## config.mk

```make
export PLATFORM = sky130hd
export DESIGN_NAME = posc_controller
export DESIGN_NICKNAME = d
export VERILOG_FILES = /design/src/rtl/posc_pkg.sv /design/src/rtl/posc_dbnc_if.sv /design/src/rtl/posc_debounce.sv /design/src/rtl/posc_wake_filter.sv /design/src/rtl/posc_controller.sv
export SDC_FILE = /design/constraint.sdc
export NUM_CORES = 1
export LEC_CHECK = 0
export BUFFER_PORTS_ARGS = -buffer_cell sky130_fd_sc_hd__buf_2
export CORE_ASPECT_RATIO = 1.1
export CORE_MARGIN = 5
export CORE_UTILIZATION = 30
export DETAILED_ROUTE_END_ITERATION = 10
export MAX_ROUTING_LAYER = met4
export PLACE_DENSITY = 0.5
export SLEW_MARGIN = 10
export SYNTH_ARGS = -nofsm -noshare
export SYNTH_HDL_FRONTEND = slang
export SYNTH_SLANG_ARGS = --single-unit
```

## constraint.sdc

```tcl
create_clock -name clock -period 2.7 [get_ports clock]
set_input_delay 0.135 -clock clock [delete_from_list [all_inputs] [get_ports clock]]
set_output_delay 0.135 -clock clock [all_outputs]
set_load 0.01 [all_outputs]
```

## src/rtl/posc_pkg.sv

```systemverilog
// package: states, codes and timing constants of the on/off controller
package posc_pkg;
  localparam int unsigned POSC_CLK_HZ = 50_000_000;
  // charge-source debounce time in milliseconds
  localparam int unsigned POSC_CHG_DB_MS = 120;
  localparam int unsigned POSC_CHG_DB_CYC = POSC_CHG_DB_MS * (POSC_CLK_HZ / 1000);
  // stabilization time for internal signals and memory, in microseconds
  localparam int unsigned POSC_STAB_US = 100;
  localparam int unsigned POSC_STAB_CYC = POSC_STAB_US * (POSC_CLK_HZ / 1_000_000);
  // onkey debounce time in milliseconds
  localparam int unsigned POSC_KEY_DB_MS = 30;
  localparam int unsigned POSC_KEY_DB_CYC = POSC_KEY_DB_MS * (POSC_CLK_HZ / 1000);
  localparam logic [1:0] POSC_SRST_NONE = 2'h0;
  localparam logic [1:0] POSC_SRST_COLD = 2'h1;
  localparam logic [1:0] POSC_SRST_OFF = 2'h2;
  typedef enum logic [3:0] {
    POSC_NO_POWER,
    POSC_STABILIZE,
    POSC_STANDBY,
    POSC_ON_SW,
    POSC_WAKE_BIAS,
    POSC_POWER_UP,
    POSC_ON_CTRL,
    POSC_POWER_DOWN
  } posc_state_e;
endpackage : posc_pkg

```

## src/rtl/posc_dbnc_if.sv

```systemverilog
// interface: raw level in, debounced level and edges out
interface posc_dbnc_if;
  logic raw;
  logic level;
  logic rise;
  logic fall;
  modport filt (input raw, output level, rise, fall);
  modport user (output raw, input level, rise, fall);
endinterface : posc_dbnc_if

```

## src/rtl/posc_debounce.sv

```systemverilog
// module: three-flop synchroniser and stable-time debounce filter
module posc_debounce
  import posc_pkg::*;
#(
  parameter int unsigned CYCLES = 16,
  parameter logic INIT = 1'b0
) (
  input wire logic clock,
  input wire logic rst_n,
  posc_dbnc_if.filt d
);
  localparam int W = (CYCLES < 2) ? 1 : $clog2(CYCLES + 1);
  initial begin
    if (CYCLES < 1) $error("posc_debounce: CYCLES must be at least 1");
  end
  logic s1_ff, s2_ff, s3_ff;
  logic lvl_ff, rise_ff, fall_ff;
  logic [W-1:0] cnt_ff;
  wire logic stable = (s2_ff == s3_ff);
  wire logic differ = (s3_ff != lvl_ff);
  wire logic done = (cnt_ff == W'(CYCLES - 1));
  // first flop feeds only the second
  always_ff @(posedge clock or negedge rst_n) begin
    if (!rst_n) begin
      s1_ff <= INIT;
      s2_ff <= INIT;
      s3_ff <= INIT;
    end else begin
      s1_ff <= d.raw;
      s2_ff <= s1_ff;
      s3_ff <= s2_ff;
    end
  end
  // level must hold for the whole period before the output follows
  always_ff @(posedge clock or negedge rst_n) begin
    if (!rst_n) begin
      cnt_ff <= '0;
      lvl_ff <= INIT;
      rise_ff <= 1'b0;
      fall_ff <= 1'b0;
    end else begin
      rise_ff <= 1'b0;
      fall_ff <= 1'b0;
      if (!stable || !differ) begin
        cnt_ff <= '0;
      end else if (done) begin
        cnt_ff <= '0;
        lvl_ff <= s3_ff;
        rise_ff <= s3_ff;
        fall_ff <= !s3_ff;
      end else begin
        cnt_ff <= cnt_ff + 1'b1;
      end
    end
  end
  assign d.level = lvl_ff;
  assign d.rise = rise_ff;
  assign d.fall = fall_ff;
endmodule : posc_debounce

```

## src/rtl/posc_wake_filter.sv

```systemverilog
// module: gathers wake sources into one pulse-or-level request
module posc_wake_filter
  import posc_pkg::*;
(
  input wire logic clock,
  input wire logic rst_n,
  input wire logic onkey_fall,
  input wire logic onkey_wake_enable,
  input wire logic charge_rise,
  input wire logic gpio_wake_event,
  input wire logic internal_wake_flag,
  input wire logic in_standby,
  output logic wake_request
);
  // edge events act in the cycle they arrive; nothing is stored, so a
  // wake seen while on cannot fire later from a stale latch
  wire logic edge_evt = (onkey_fall && onkey_wake_enable) || charge_rise
    || gpio_wake_event;
  // edges only count in standby; while on they are dropped
  assign wake_request = in_standby && (edge_evt || internal_wake_flag);
endmodule : posc_wake_filter

```

## src/rtl/posc_controller.sv

```systemverilog
// top: power on/off state controller
// Operation
// RQ1: supply below power-on-reset threshold returns to no-power from any state
// RQ2: supply above threshold leaves no-power and starts internal stabilization
// RQ3: after stabilization, release internal reset and enter standby
// RQ4: standby keeps bias off, comparator on, peripherals disabled
// RQ5: host setting bias enable in standby moves to on-by-software
// RQ6: host clearing bias enable in on-by-software returns to standby
// RQ7: on-by-software has bias on; peripherals only by host writes
// RQ8: host disables resources first and avoids reset codes in that mode
// RQ9: debounced onkey falling edge wakes standby when onkey wake enabled
// RQ10: charge-source rising edge debounced about 120ms wakes standby
// RQ11: cold-restart write sets internal wake flag, which wakes standby
// RQ12: debounced wake from any enabled gpio wakes standby
// RQ13: after wake, enable bias and wait for bias-OK before power-up
// RQ14: on-by-controller turns all sequencer slots on with bias enabled
// RQ15: on-by-controller runs bias in normal-power mode, indicator high
// RQ16: reset code 01 cold reset, 10 power off, leaves on toward power-down
// RQ17: onkey or gpio manual reset leaves on toward power-down
// RQ18: power-up complete enters on state; wakes while on are ignored (a cold-restart write while on still sets the flag, which wakes standby later)
// RQ19: reset leaves state at no-power and bias enable cleared
module posc_controller
  import posc_pkg::*;
#(
  parameter int unsigned CHG_DB_CYCLES = POSC_CHG_DB_CYC,
  parameter int unsigned KEY_DB_CYCLES = POSC_KEY_DB_CYC,
  parameter int unsigned STAB_CYCLES = POSC_STAB_CYC,
  parameter int unsigned SLOTS = 4
) (
  input wire logic clock,
  input wire logic reset_n,
  input wire logic supply_above_por,
  input wire logic onkey_input_n,
  input wire logic onkey_wake_enable,
  input wire logic charge_source_input,
  input wire logic gpio_wake_event,
  input wire logic main_bias_enable,
  input wire logic soft_cold_restart,
  input wire logic soft_reset_write,
  input wire logic [1:0] soft_reset_code,
  input wire logic onkey_manual_reset_event,
  input wire logic gpio_manual_reset_event,
  input wire logic bias_ok,
  input wire logic power_up_done,
  input wire logic power_down_done,
  output logic bias_on,
  output logic comparator_on,
  output logic peripherals_host_ctrl,
  output logic [SLOTS-1:0] power_sequencer,
  output logic normal_power_mode,
  output logic power_up_start,
  output logic power_down_start,
  output logic cold_reset_pending,
  output logic internal_reset_n,
  output logic internal_wake_flag,
  output logic [3:0] state_code
);
  initial begin
    if (SLOTS < 1) $error("posc_controller: SLOTS must be at least 1");
    if (STAB_CYCLES < 1) $error("posc_controller: STAB_CYCLES too small");
  end

  // reset release through two flops
  logic rs1_ff, rs2_ff;
  always_ff @(posedge clock or negedge reset_n) begin
    if (!reset_n) begin
      rs1_ff <= 1'b0;
      rs2_ff <= 1'b0;
    end else begin
      rs1_ff <= 1'b1;
      rs2_ff <= rs1_ff;
    end
  end
  wire logic rst_n = rs2_ff;

  // supply comparator is asynchronous: three flops, act when 2nd and 3rd agree
  logic p1_ff, p2_ff, p3_ff, por_ok_ff;
  always_ff @(posedge clock or negedge rst_n) begin
    if (!rst_n) begin
      p1_ff <= 1'b0;
      p2_ff <= 1'b0;
      p3_ff <= 1'b0;
      por_ok_ff <= 1'b0;
    end else begin
      p1_ff <= supply_above_por;
      p2_ff <= p1_ff;
      p3_ff <= p2_ff;
      if (p2_ff == p3_ff) por_ok_ff <= p3_ff;
    end
  end

  // debounced pins
  posc_dbnc_if key_if ();
  posc_dbnc_if chg_if ();
  assign key_if.raw = onkey_input_n;
  assign chg_if.raw = charge_source_input;
  posc_debounce #(.CYCLES(KEY_DB_CYCLES), .INIT(1'b1)) u_key_db (
    .clock(clock),
    .rst_n(rst_n),
    .d(key_if.filt)
  );
  posc_debounce #(.CYCLES(CHG_DB_CYCLES), .INIT(1'b0)) u_chg_db (
    .clock(clock),
    .rst_n(rst_n),
    .d(chg_if.filt)
  );

  posc_state_e state_ff, nxt_state;
  logic internal_wake_flag_ff, nxt_internal_wake_flag;
  logic cold_ff, nxt_cold;
  logic [$clog2(STAB_CYCLES + 1)-1:0] stab_ff, nxt_stab;
  wire logic in_standby = (state_ff == POSC_STANDBY);
  wire logic wake_req;

  posc_wake_filter u_wake (
    .clock(clock),
    .rst_n(rst_n),
    .onkey_fall(key_if.fall), // [RQ9]
    .onkey_wake_enable(onkey_wake_enable),
    .charge_rise(chg_if.rise), // [RQ10]
    .gpio_wake_event(gpio_wake_event), // [RQ12]
    .internal_wake_flag(internal_wake_flag_ff), // [RQ11]
    .in_standby(in_standby),
    .wake_request(wake_req)
  );

  // decoded shutdown request from reset code or manual reset
  wire logic srst_valid = soft_reset_write
    && (soft_reset_code == POSC_SRST_COLD || soft_reset_code == POSC_SRST_OFF);
  wire logic mr_evt = onkey_manual_reset_event || gpio_manual_reset_event;
  wire logic stab_done = (stab_ff == $bits(stab_ff)'(STAB_CYCLES - 1));

  // state transitions; the supply check overrides every state
  always_comb begin
    nxt_state = state_ff;
    nxt_stab = '0;
    nxt_internal_wake_flag = internal_wake_flag_ff;
    nxt_cold = cold_ff;
    // set wins over the clear taken on wake-up
    if (soft_cold_restart) nxt_internal_wake_flag = 1'b1; // [RQ11]
    unique case (state_ff)
      POSC_NO_POWER: begin
        if (por_ok_ff) nxt_state = POSC_STABILIZE; // [RQ2]
      end
      POSC_STABILIZE: begin
        nxt_stab = stab_ff + 1'b1;
        if (stab_done) nxt_state = POSC_STANDBY; // [RQ3]
      end
      POSC_STANDBY: begin
        if (main_bias_enable) begin
          nxt_state = POSC_ON_SW; // [RQ5]
        end else if (wake_req) begin
          nxt_state = POSC_WAKE_BIAS;
          if (!soft_cold_restart) nxt_internal_wake_flag = 1'b0;
        end
      end
      POSC_ON_SW: begin
        if (!main_bias_enable) nxt_state = POSC_STANDBY; // [RQ6]
      end
      POSC_WAKE_BIAS: begin
        if (bias_ok) nxt_state = POSC_POWER_UP; // [RQ13]
      end
      POSC_POWER_UP: begin
        if (power_up_done) nxt_state = POSC_ON_CTRL; // [RQ18]
      end
      POSC_ON_CTRL: begin
        if (srst_valid || mr_evt) begin
          nxt_state = POSC_POWER_DOWN; // [RQ16] [RQ17]
          nxt_cold = srst_valid && (soft_reset_code == POSC_SRST_COLD);
        end
      end
      POSC_POWER_DOWN: begin
        if (power_down_done) begin
          nxt_state = POSC_STANDBY;
          if (cold_ff) nxt_internal_wake_flag = 1'b1; // cold reset wakes again
          nxt_cold = 1'b0;
        end
      end
      default: nxt_state = POSC_NO_POWER;
    endcase
    if (!por_ok_ff) begin
      nxt_state = POSC_NO_POWER; // [RQ1]
      nxt_internal_wake_flag = 1'b0;
      nxt_cold = 1'b0;
    end
  end

  // state register, cleared to no-power so stabilization always comes first
  always_ff @(posedge clock or negedge rst_n) begin
    if (!rst_n) begin
      state_ff <= POSC_NO_POWER; // [RQ19]
      stab_ff <= '0;
      internal_wake_flag_ff <= 1'b0;
      cold_ff <= 1'b0;
    end else begin
      state_ff <= nxt_state;
      stab_ff <= nxt_stab;
      internal_wake_flag_ff <= nxt_internal_wake_flag;
      cold_ff <= nxt_cold;
    end
  end

  // state-driven outputs, registered
  logic bias_ff, cmp_ff, host_ff, npm_ff, pus_ff, pds_ff, irst_ff;
  logic [SLOTS-1:0] seq_ff;
  wire logic st_on_sw = (nxt_state == POSC_ON_SW);
  wire logic st_on = (nxt_state == POSC_ON_CTRL);
  wire logic st_bias = st_on_sw || st_on || nxt_state == POSC_WAKE_BIAS
    || nxt_state == POSC_POWER_UP || nxt_state == POSC_POWER_DOWN;
  always_ff @(posedge clock or negedge rst_n) begin
    if (!rst_n) begin
      bias_ff <= 1'b0;
      cmp_ff <= 1'b0;
      host_ff <= 1'b0;
      npm_ff <= 1'b0;
      seq_ff <= '0;
      pus_ff <= 1'b0;
      pds_ff <= 1'b0;
      irst_ff <= 1'b0;
    end else begin
      bias_ff <= st_bias; // [RQ4] [RQ13]
      cmp_ff <= (nxt_state != POSC_NO_POWER); // [RQ4]
      host_ff <= st_on_sw; // [RQ7] [RQ8]
      npm_ff <= st_on; // [RQ15]
      seq_ff <= st_on ? '1 : '0; // [RQ14]
      pus_ff <= (nxt_state == POSC_POWER_UP);
      pds_ff <= (nxt_state == POSC_POWER_DOWN);
      irst_ff <= (nxt_state != POSC_NO_POWER)
        && (nxt_state != POSC_STABILIZE); // [RQ3]
    end
  end

  assign bias_on = bias_ff;
  assign comparator_on = cmp_ff;
  assign peripherals_host_ctrl = host_ff;
  assign power_sequencer = seq_ff;
  assign normal_power_mode = npm_ff;
  assign power_up_start = pus_ff;
  assign power_down_start = pds_ff;
  assign cold_reset_pending = cold_ff;
  assign internal_reset_n = irst_ff;
  assign internal_wake_flag = internal_wake_flag_ff;
  assign state_code = state_ff;
endmodule : posc_controller

```

==> metrics.sh, run 1 <==
STATUS='completed'
CRITPATHLAUNCHTYPE='register'
ROWS=45
MAPPEDNETLISTNETS=430
NETLIST-CELL-TYPE-COUNT=56
PLACE.GP.CONGESTION=0.787
ANT_NETS=0
RSZ0062_AT_GRT='no'
CLOCK_INSERTION_DELAY_WORST_SKEW_NS=0.34
CP_DATA_ARRIVAL_TIME_NS=2.56
POST_SYNTHESIS_INSTANCE_TOTAL=408
POWER.DENSITY_CELL_AREA_nW_PER_UM2=556
WORSTSETUPSTARTPOINT='u_chg_db.cnt_ff[13]'
FINAL_CRITICAL_PATH_SHARE_OF_THE_CLOCK_PERIOD_PCT=87.2
TRITONCTS.NUM_BUFFERS=9
INSTANCES_NO_FILL=633
CTS.SINK_COUNT=86
FP.COREAREA_SQ_UM=13700
FILLER_CELL_COUNT=1394
ROUTEDWLPERCELL_UM=13.1
TOTAL_TRACK_USAGE_PCT=11.4
WORSTHOLDPATHTYPE='in -> async'
FINAL_HOLD_VIOS=0
POST_SYNTH_MAIN_AREA_CONTRIBUTORS='sky130_fd_sc_hd__dfrtp_1 (50%), sky130_fd_sc_hd__nor2_1 (4.6%), sky130_fd_sc_hd__xor2_1 (3.8%), sky130_fd_sc_hd__xnor2_1 (3.4%), sky130_fd_sc_hd__dfstp_2 (2.5%)'
FINAL.MIN_CLOCK_PERIOD_NS=2.35
YS_WARN_COUNT=0
SYNTH_EDF_COUNT=0
DIE_H_UM=133
IOPINCOUNT=34
WORST_SETUP_HOLD_PATH_CLK_SLEW_NS=0.06
FIRSTDRTPASSITERS=4
GRT_PASS1_VIAS=3103
POWER.IR.VDD_WORST_mV=0.333
HOLD-WORST-SLACK_NS=0.102
WORST_SETUP_PATH_TYPE='reg -> reg'
YS_ASYNC_SR_FRACTION_PCT=100
POSTCTSSETUPBUFFERS=0
MAXCLOCKFREQUENCY_GHz=0.425
DESIGN.FINAL.NETS=462
CRITPATHMAXFANOUT=22
PIN_COUNT_OF_THE_BIGGEST_NET_ENTERING_GLOBAL_ROUTING=45
HTREE_NUM_LEVELS=3
SYNTH_AREA_SQ_UM=4140
SYNTHDOMINANTAREACELLTYPE='sky130_fd_sc_hd__dfrtp_1'
POST-SYNTH-TOP-COUNT-CELL='sky130_fd_sc_hd__dfrtp_1'
ANTENNA_FOUND_INITIAL=0
TIMING.MAX_CAP.VIOLATIONS=0
INITIAL_CORE_UTIL_PCT=30.2
CLOCKBUFFERDEPTH=2
ROUTE.FINAL.WIRE_LENGTH_UM=8320
P_LEAK_nW=1.97
SYNTH.YOSYS.SEQ_AREA_SHARE_PCT=52.2
POST_DRT_VIA_CELL_RATIO=4.88
CLOCK_TREE_FROM_TRITONCTS='built'
YOSYS-TOP-CELLS-COUNT='sky130_fd_sc_hd__dfrtp_1 (82), sky130_fd_sc_hd__nor2_1 (51), sky130_fd_sc_hd__nand2_1 (19), sky130_fd_sc_hd__nand3_1 (19)'
ROUTED-VIA-COUNT=3087
MAXSLEWHEADROOM_PCT=44.3
WORSTREG2REGSTART='u_chg_db.cnt_ff[13]'
DPL.CELL_COUNT=613
DRV_SLEW=0
FP.DIEAREA_SQ_UM=16200
LAYOUT-DRIVE-GT1-SHARE_PCT=14.4
DRT_ITER0_DRC=158
TIMING.CRITICAL_PATH.REQUIRED_NS=2.90
SETUP.WORST_PATH.END_CLASS='register'
AREA_OVERHEAD_VS_SYNTH_PCT=16.1
POST-SYNTH-TOP-AREA-FRACTION_PCT=49.6
PLACE_HPWL_UM=5710
WORST_CLOCK_SKEW_NS=0.00551
SYN-MEAN-INSTANCE-AREA_SQ_UM=10.1
DRT_DRC_VIOLATIONS_LEFT=0
DOMINANTREGCELLSYNTH='sky130_fd_sc_hd__dfrtp_1'
ANTENNA_CELLS_INSERTED=0
PORTBUFFERS=33
CHIPWIDTH_UM=122
GRT_OVERFLOW=0
TIGHTESTPINTRANSITION_NS=0.826
FINALPOWER_mW=2.67
GRT_FIRST_PASS_WIRELENGTH_UM=14700
FINALSETUPVIOLATIONS=0
SYNTH.FF_LATCH_COUNT=86
CTS_ROOT_BUF='sky130_fd_sc_hd__clkbuf_16'
TOTALNEGATIVESETUPSLACK_NS=0
per-stage QoR:
stage | setup WS [ns] | instance area [sq um] | util, %
after floorplan | 0.134 | 4140 | -
after global placement | 0.450 | 4460 | 32.6
after detailed placement | 0.349 | 4460 | 32.6
after CTS | 0.335 | 4800 | 35.1
after global routing | 0.172 | 4800 | 35.1
final | 0.346 | 4800 | 35.1
state kept, by name, summed over array words and instances (netlist names), 4 cells and up:
register / flops
u_key_db.cnt_ff: 21
state_code: 4
u_chg_db.cnt_ff: 23
stab_ff: 13
worst max-delay path, cell delays in order (launching register included):
cell                      delay (ns)
sky130_fd_sc_hd__dfrtp_1        0.41
sky130_fd_sc_hd__or4b_2         0.68
sky130_fd_sc_hd__nor4b_1        0.47
sky130_fd_sc_hd__a31o_2         0.55
sky130_fd_sc_hd__nor2_1         0.11
timing repair:
action                    CTS  global route
hold endpoints to repair    5             0
hold buffers                4             0
resized for setup           0             0
cell type report:
class	count	area (sq um)	area share [%]
flip-flops and latches	86	2160	45.0
multi-input cells	285	1800	37.5
clock buffers	15	268	5.58
repair buffers	40	240	5.00
well taps	188	235	4.90
inverters	18	67.6	1.41
clock inverters	1	30.0	0.625
logic make-up after synthesis:
family / count (synthesis) / share of synthesized area, %
adder cells (fa/ha/maj): 6 / 1.75
buffers and inverters: 37 / 4.30
AND/OR/NAND/NOR: 179 / 23.8
multiplexers: 2 / 0.484
flip-flops: 86 / 52.2
AO/OA/AOI/OAI: 62 / 10.2
XOR/XNOR: 34 / 7.20
other: 2 / 0.182
path summary, 6_finish.rpt:
| kind | to | slack (ns) | cells past startpoint |
|---|---|---|---|
| max | u_chg_db.cnt_ff[13] | 0.35 | 4 |
| min | rs2_ff | 0.10 | 2 |
| max reg2reg | u_chg_db.cnt_ff[13] | 0.35 | 4 |
| min reg2reg | u_chg_db.cnt_ff[8] | 0.34 | 0 |
| max in group asynchronous | u_key_db.d.level | 1.67 | 1 |
| min in group clock | internal_wake_flag | 0.11 | 3 |
routing by layer:
layer | global-route usage [%] | up-vias | wire length [um]
li1 | - | 1526 | -
met1 | 13.5 | 1485 | 3850
met2 | 18.2 | 62 | 3860
met3 | 2.93 | 14 | 419
met4 | 5.17 | 0 | 182
met5 | - | - | 0
cells in the final DEF (no fill, tap or decap), types with 3 or more instances in the layout:
| cell type | n |
|---|---|
| sky130_fd_sc_hd__or4_1 | 14 |
| sky130_fd_sc_hd__a21boi_0 | 3 |
| sky130_fd_sc_hd__buf_2 | 33 |
| sky130_fd_sc_hd__and2_1 | 4 |
| sky130_fd_sc_hd__nor2_1 | 51 |
| sky130_fd_sc_hd__dfstp_2 | 4 |
| sky130_fd_sc_hd__inv_1 | 18 |
| sky130_fd_sc_hd__a211oi_1 | 5 |
| sky130_fd_sc_hd__xnor2_1 | 16 |
| sky130_fd_sc_hd__nor2b_1 | 3 |
| sky130_fd_sc_hd__clkbuf_1 | 4 |
| sky130_fd_sc_hd__dfrtp_1 | 81 |
| sky130_fd_sc_hd__xor2_1 | 18 |
| sky130_fd_sc_hd__a21oi_1 | 16 |
| sky130_fd_sc_hd__a31oi_1 | 3 |
| sky130_fd_sc_hd__nand2_1 | 19 |
| sky130_fd_sc_hd__or3_1 | 9 |
| sky130_fd_sc_hd__nand3_1 | 19 |
| sky130_fd_sc_hd__o21ai_0 | 11 |
| sky130_fd_sc_hd__ha_1 | 5 |
| sky130_fd_sc_hd__o31ai_1 | 10 |
| sky130_fd_sc_hd__nand4_1 | 16 |
| sky130_fd_sc_hd__nor3_1 | 8 |
| sky130_fd_sc_hd__dlygate4sd3_1 | 4 |
| sky130_fd_sc_hd__clkbuf_16 | 9 |
| sky130_fd_sc_hd__and4_1 | 4 |
| sky130_fd_sc_hd__nor4_1 | 7 |
| sky130_fd_sc_hd__and3_1 | 7 |
| sky130_fd_sc_hd__or2_2 | 3 |
power breakdown:
group / switching [mW] / leakage (nW) / total (mW) / internal [mW]
Sequential: 0.0283 / 1.16 / 1.34 / 1.31
Combinational: 0.0489 / 0.667 / 0.0813 / 0.0324
Clock: 0.484 / 0.144 / 1.25 / 0.769
Total: 0.561 / 1.97 / 2.67 / 2.11
Note: power is estimated with default switching activity, not from simulation.
==> run 2: changes to the inputs <==
- CELL_PAD_IN_SITES_DETAIL_PLACEMENT: default -> 0
- CELL_PAD_IN_SITES_GLOBAL_PLACEMENT: default -> 1
- PLACE_DENSITY: 0.5 -> 0.6
==> run 2 against run 1 <==
Combinational power is 2.8% higher. Cell count rose by 0.16%. Maximum frequency shrank 1.2%. Global-route usage up 0.41 points. Setup slack worse by 0.027 ns. Non-clock buffer count increased by 1. Sequential power is essentially flat.
==> metrics.sh, run 2 (synthesis gave the netlist of run 1 again) <==
STATUS='completed'
DRT_DRC_VIOLATIONS_LEFT=0  # unchanged
DESIGN.FINAL.NETS=463  # +0.22%
CLOCK_INSERTION_DELAY_WORST_SKEW_NS=0.34  # about the same
PLACE.GP.CONGESTION=0.779  # -0.98%
AREA_OVERHEAD_VS_SYNTH_PCT=17.5
HTREE_NUM_LEVELS=3  # unchanged
POWER.INTERNAL_mW=2.27  # +7.5%
FIN_UTIL_PCT=35.5  # +0.42 points
FILLER_CELL_COUNT=1392  # -0.14%
ROUTEDWLPERCELL_UM=13.6  # +3.6%
FRACTION_OF_POWER_SPENT_SWITCHING_NETS_PCT=20.5  # -0.55 points
LAYOUT-DRIVE-GT1-SHARE_PCT=15.5  # +1.1 points
CLOCKBUFFERDEPTH=2  # unchanged
DPL-INSTANCE-AREA_SQ_UM=4470  # +0.17%
POWER.DENSITY_CELL_AREA_nW_PER_UM2=587  # +5.5%
POWER.SEQUENTIAL.FRACTION_PCT=46.9  # -3.1 points
TIMING.CRITICAL_PATH.REQUIRED_NS=2.91  # about the same
REGMOSTFLOPS='u_chg_db.cnt_ff'
WORSTREGTOREGCELLS=4  # unchanged
DRV_SLEW=0  # unchanged
TOTALNEGATIVESETUPSLACK_NS=0  # unchanged
ANTENNA_FOUND_INITIAL=0  # unchanged
CTS_ROOT_BUF='sky130_fd_sc_hd__clkbuf_16'
TOTAL_TRACK_USAGE_PCT=11.8  # +0.41 points
DIE_H_UM=133  # unchanged
FINAL_COMMON_CELL='sky130_fd_sc_hd__dfrtp_1'
INITIAL_CORE_UTIL_PCT=30.2  # unchanged
P_LEAK_nW=2.00  # +1.6%
CTS_RESIZED=0  # unchanged
DRT_ITER0_DRC=164  # +3.8%
FINALSETUPVIOLATIONS=0  # unchanged
FIRSTDRTPASSITERS=5  # +1
RSZ0062_AT_GRT='no'
FINALPOWER_mW=2.85  # +6.7%
LARGEST_REGISTER_FFS=23  # unchanged
MAXCLOCKFREQUENCY_GHz=0.420  # -1.2%
CHIPWIDTH_UM=122  # unchanged
CTS.SINK_COUNT=86  # unchanged
GRT_PASS1_VIAS=3090  # -0.42%
ANT_NETS=0  # unchanged
FINAL_CRITICAL_PATH_SHARE_OF_THE_CLOCK_PERIOD_PCT=88.2  # +1.0 points
POWER.IR.VDD_WORST_mV=0.229  # -31%
NETSWITCHINGPOWER_mW=0.583  # +3.9%
P_COMB_SHARE_PCT=2.9  # about the same
WORST_SETUP_HOLD_PATH_CLK_SLEW_NS=0.06  # about the same
PORTBUFFERS=33  # unchanged
CRITPATHLAUNCHTYPE='register'
ROWS=45  # unchanged
HIGHEST_COUNT_CELLS_IN_THE_LAYOUT_IGNORING_FILL_AND_TAPS='sky130_fd_sc_hd__dfrtp_1 (81), sky130_fd_sc_hd__nor2_1 (51), sky130_fd_sc_hd__buf_2 (33), sky130_fd_sc_hd__nand2_1 (19), sky130_fd_sc_hd__nand3_1 (19)'
CLOCK_TREE_FROM_TRITONCTS='built'
ANTENNA_CELLS_INSERTED=0  # unchanged
PLACE_HPWL_UM=5930  # +3.9%
FINAL.MIN_CLOCK_PERIOD_NS=2.38  # +0.0274 ns
CLKPWRFRAC_PCT=50.2  # +3.3 points
ROUTED-VIA-COUNT=3111  # +0.78%
FP.DIEAREA_SQ_UM=16200  # unchanged
LAYOUT_TOP_REGISTERS='u_chg_db.cnt_ff: 23 flops, u_key_db.cnt_ff: 21 flops, stab_ff: 13 flops'
POSTCTSSETUPBUFFERS=0  # unchanged
GRT_OVERFLOW=0  # unchanged
GRT_FIRST_PASS_WIRELENGTH_UM=15000  # +2.3%
WORSTHOLDPATHTYPE='in -> async'
MAXSLEWHEADROOM_PCT=45.6  # +1.3 points
REG_TO_REG_CRITICAL_PATH_ENDPOINT='u_chg_db.cnt_ff[4]'
TIGHTESTPINTRANSITION_NS=0.807  # -0.0194 ns
POST_DRT_VIA_CELL_RATIO=4.91  # +0.62%
WORSTREG2REGSTART='u_chg_db.cnt_ff[13]'
SETUP.WORST_PATH.END_CLASS='register'
FINAL_HOLD_VIOS=0  # unchanged
IOPINCOUNT=34  # unchanged
FP.COREAREA_SQ_UM=13700  # unchanged
WORST_SETUP_PATH_TYPE='reg -> reg'
CP_DATA_ARRIVAL_TIME_NS=2.59  # +0.03 ns
PIN_COUNT_OF_THE_BIGGEST_NET_ENTERING_GLOBAL_ROUTING=46  # +2.2%
LAYOUT.CELL_AREA.NON_FILLER_SQ_UM=4860  # +1.2%
TIMING.MAX_CAP.VIOLATIONS=0  # unchanged
CRITPATHMAXFANOUT=22  # unchanged
ROUTE.FINAL.WIRE_LENGTH_UM=8630  # +3.8%
WORST_CLOCK_SKEW_NS=0.00630  # +0.000781 ns
REGTOREGSETUPSLACK_NS=0.32  # -0.03 ns
TRITONCTS.NUM_BUFFERS=9  # unchanged
run 2: cell types whose count changed in the layout (fill, tap and decap cells not counted):
cell,delta
sky130_fd_sc_hd__buf_4,+1
sky130_fd_sc_hd__clkbuf_8,-1
sky130_fd_sc_hd__clkinv_2,+2
sky130_fd_sc_hd__bufinv_16,+2
sky130_fd_sc_hd__clkinv_4,+1
sky130_fd_sc_hd__clkbuf_1,-4
run 2: final cells by class:
type                            instances  area, sq um  share of cell area, %
Sequential cell                        86         2160                   44.5
Multi-Input combinational cell        285         1800                   37.0
Timing Repair Buffer                   41          248                   5.10
Clock buffer                           10          239                   4.92
Tap cell                              188          235                   4.84
Clock inverter                          6          109                   2.24
Inverter                               18         67.6                   1.39
run 2: worst max-delay path by stage:
| stage | startpoint | to | slack [ns] | depth (start not counted) |
|---|---|---|---|---|
| 3_5_place_dp | u_chg_db.cnt_ff[13] | u_chg_db.cnt_ff[5] | 0.37 | 4 |
| 2_1_floorplan | rs2_ff | bias_on | 0.13 | 0 |
| 6_report | u_chg_db.cnt_ff[13] | u_chg_db.cnt_ff[4] | 0.32 | 4 |
| 3_3_place_gp | u_chg_db.cnt_ff[13] | u_chg_db.cnt_ff[3] | 0.44 | 4 |
| 5_1_grt | u_chg_db.cnt_ff[13] | u_chg_db.cnt_ff[4] | 0.15 | 4 |
| 4_1_cts | u_chg_db.cnt_ff[13] | u_chg_db.cnt_ff[4] | 0.37 | 4 |
run 2: power by group through the flow:
| stage | logic [mW] | clock network [mW] | registers, mW |
|---|---|---|---|
| 4_1_cts | 0.0861 | 1.49 | 1.34 |
| 5_1_grt | 0.0963 | 1.54 | 1.34 |
| 2_1_floorplan | 0.0404 | 0 | 1.36 |
| 6_report | 0.0836 | 1.43 | 1.34 |
| 3_3_place_gp | 0.0798 | 0 | 1.36 |
| 3_5_place_dp | 0.0816 | 0 | 1.36 |
run 2: routing by layer:
| layer | share of wire [%] | track usage, % | vias up |
|---|---|---|---|
| met5 | 0 | - | - |
| met4 | 2.0 | 5.92 | 0 |
| met3 | 4.7 | 3.01 | 13 |
| met2 | 47 | 18.1 | 62 |
| met1 | 46 | 14.5 | 1515 |
| li1 | - | - | 1521 |
run 2: metrics by stage:
step	std cells	hold slack (ns)	setup WS [ns]
global placement	614	-0.0807	0.441
finish	634	0.106	0.319
detailed placement	614	-0.0753	0.375
floorplan	408	-0.161	0.134
CTS	634	0.0800	0.371
global route	634	0.106	0.151
run 2: critical path, stage by stage, from the launching register on:
cell	delay, ns
sky130_fd_sc_hd__dfrtp_1	0.41
sky130_fd_sc_hd__or4b_2	0.67
sky130_fd_sc_hd__nor4b_1	0.48
sky130_fd_sc_hd__a31o_2	0.57
sky130_fd_sc_hd__nor2_1	0.11
run 2: repair_timing:
| item | in CTS | in global routing |
|---|---|---|
| hold endpoints to repair | 5 | 0 |
| hold buffers | 4 | 0 |
| endpoints found under the setup margin | 0 | 0 |
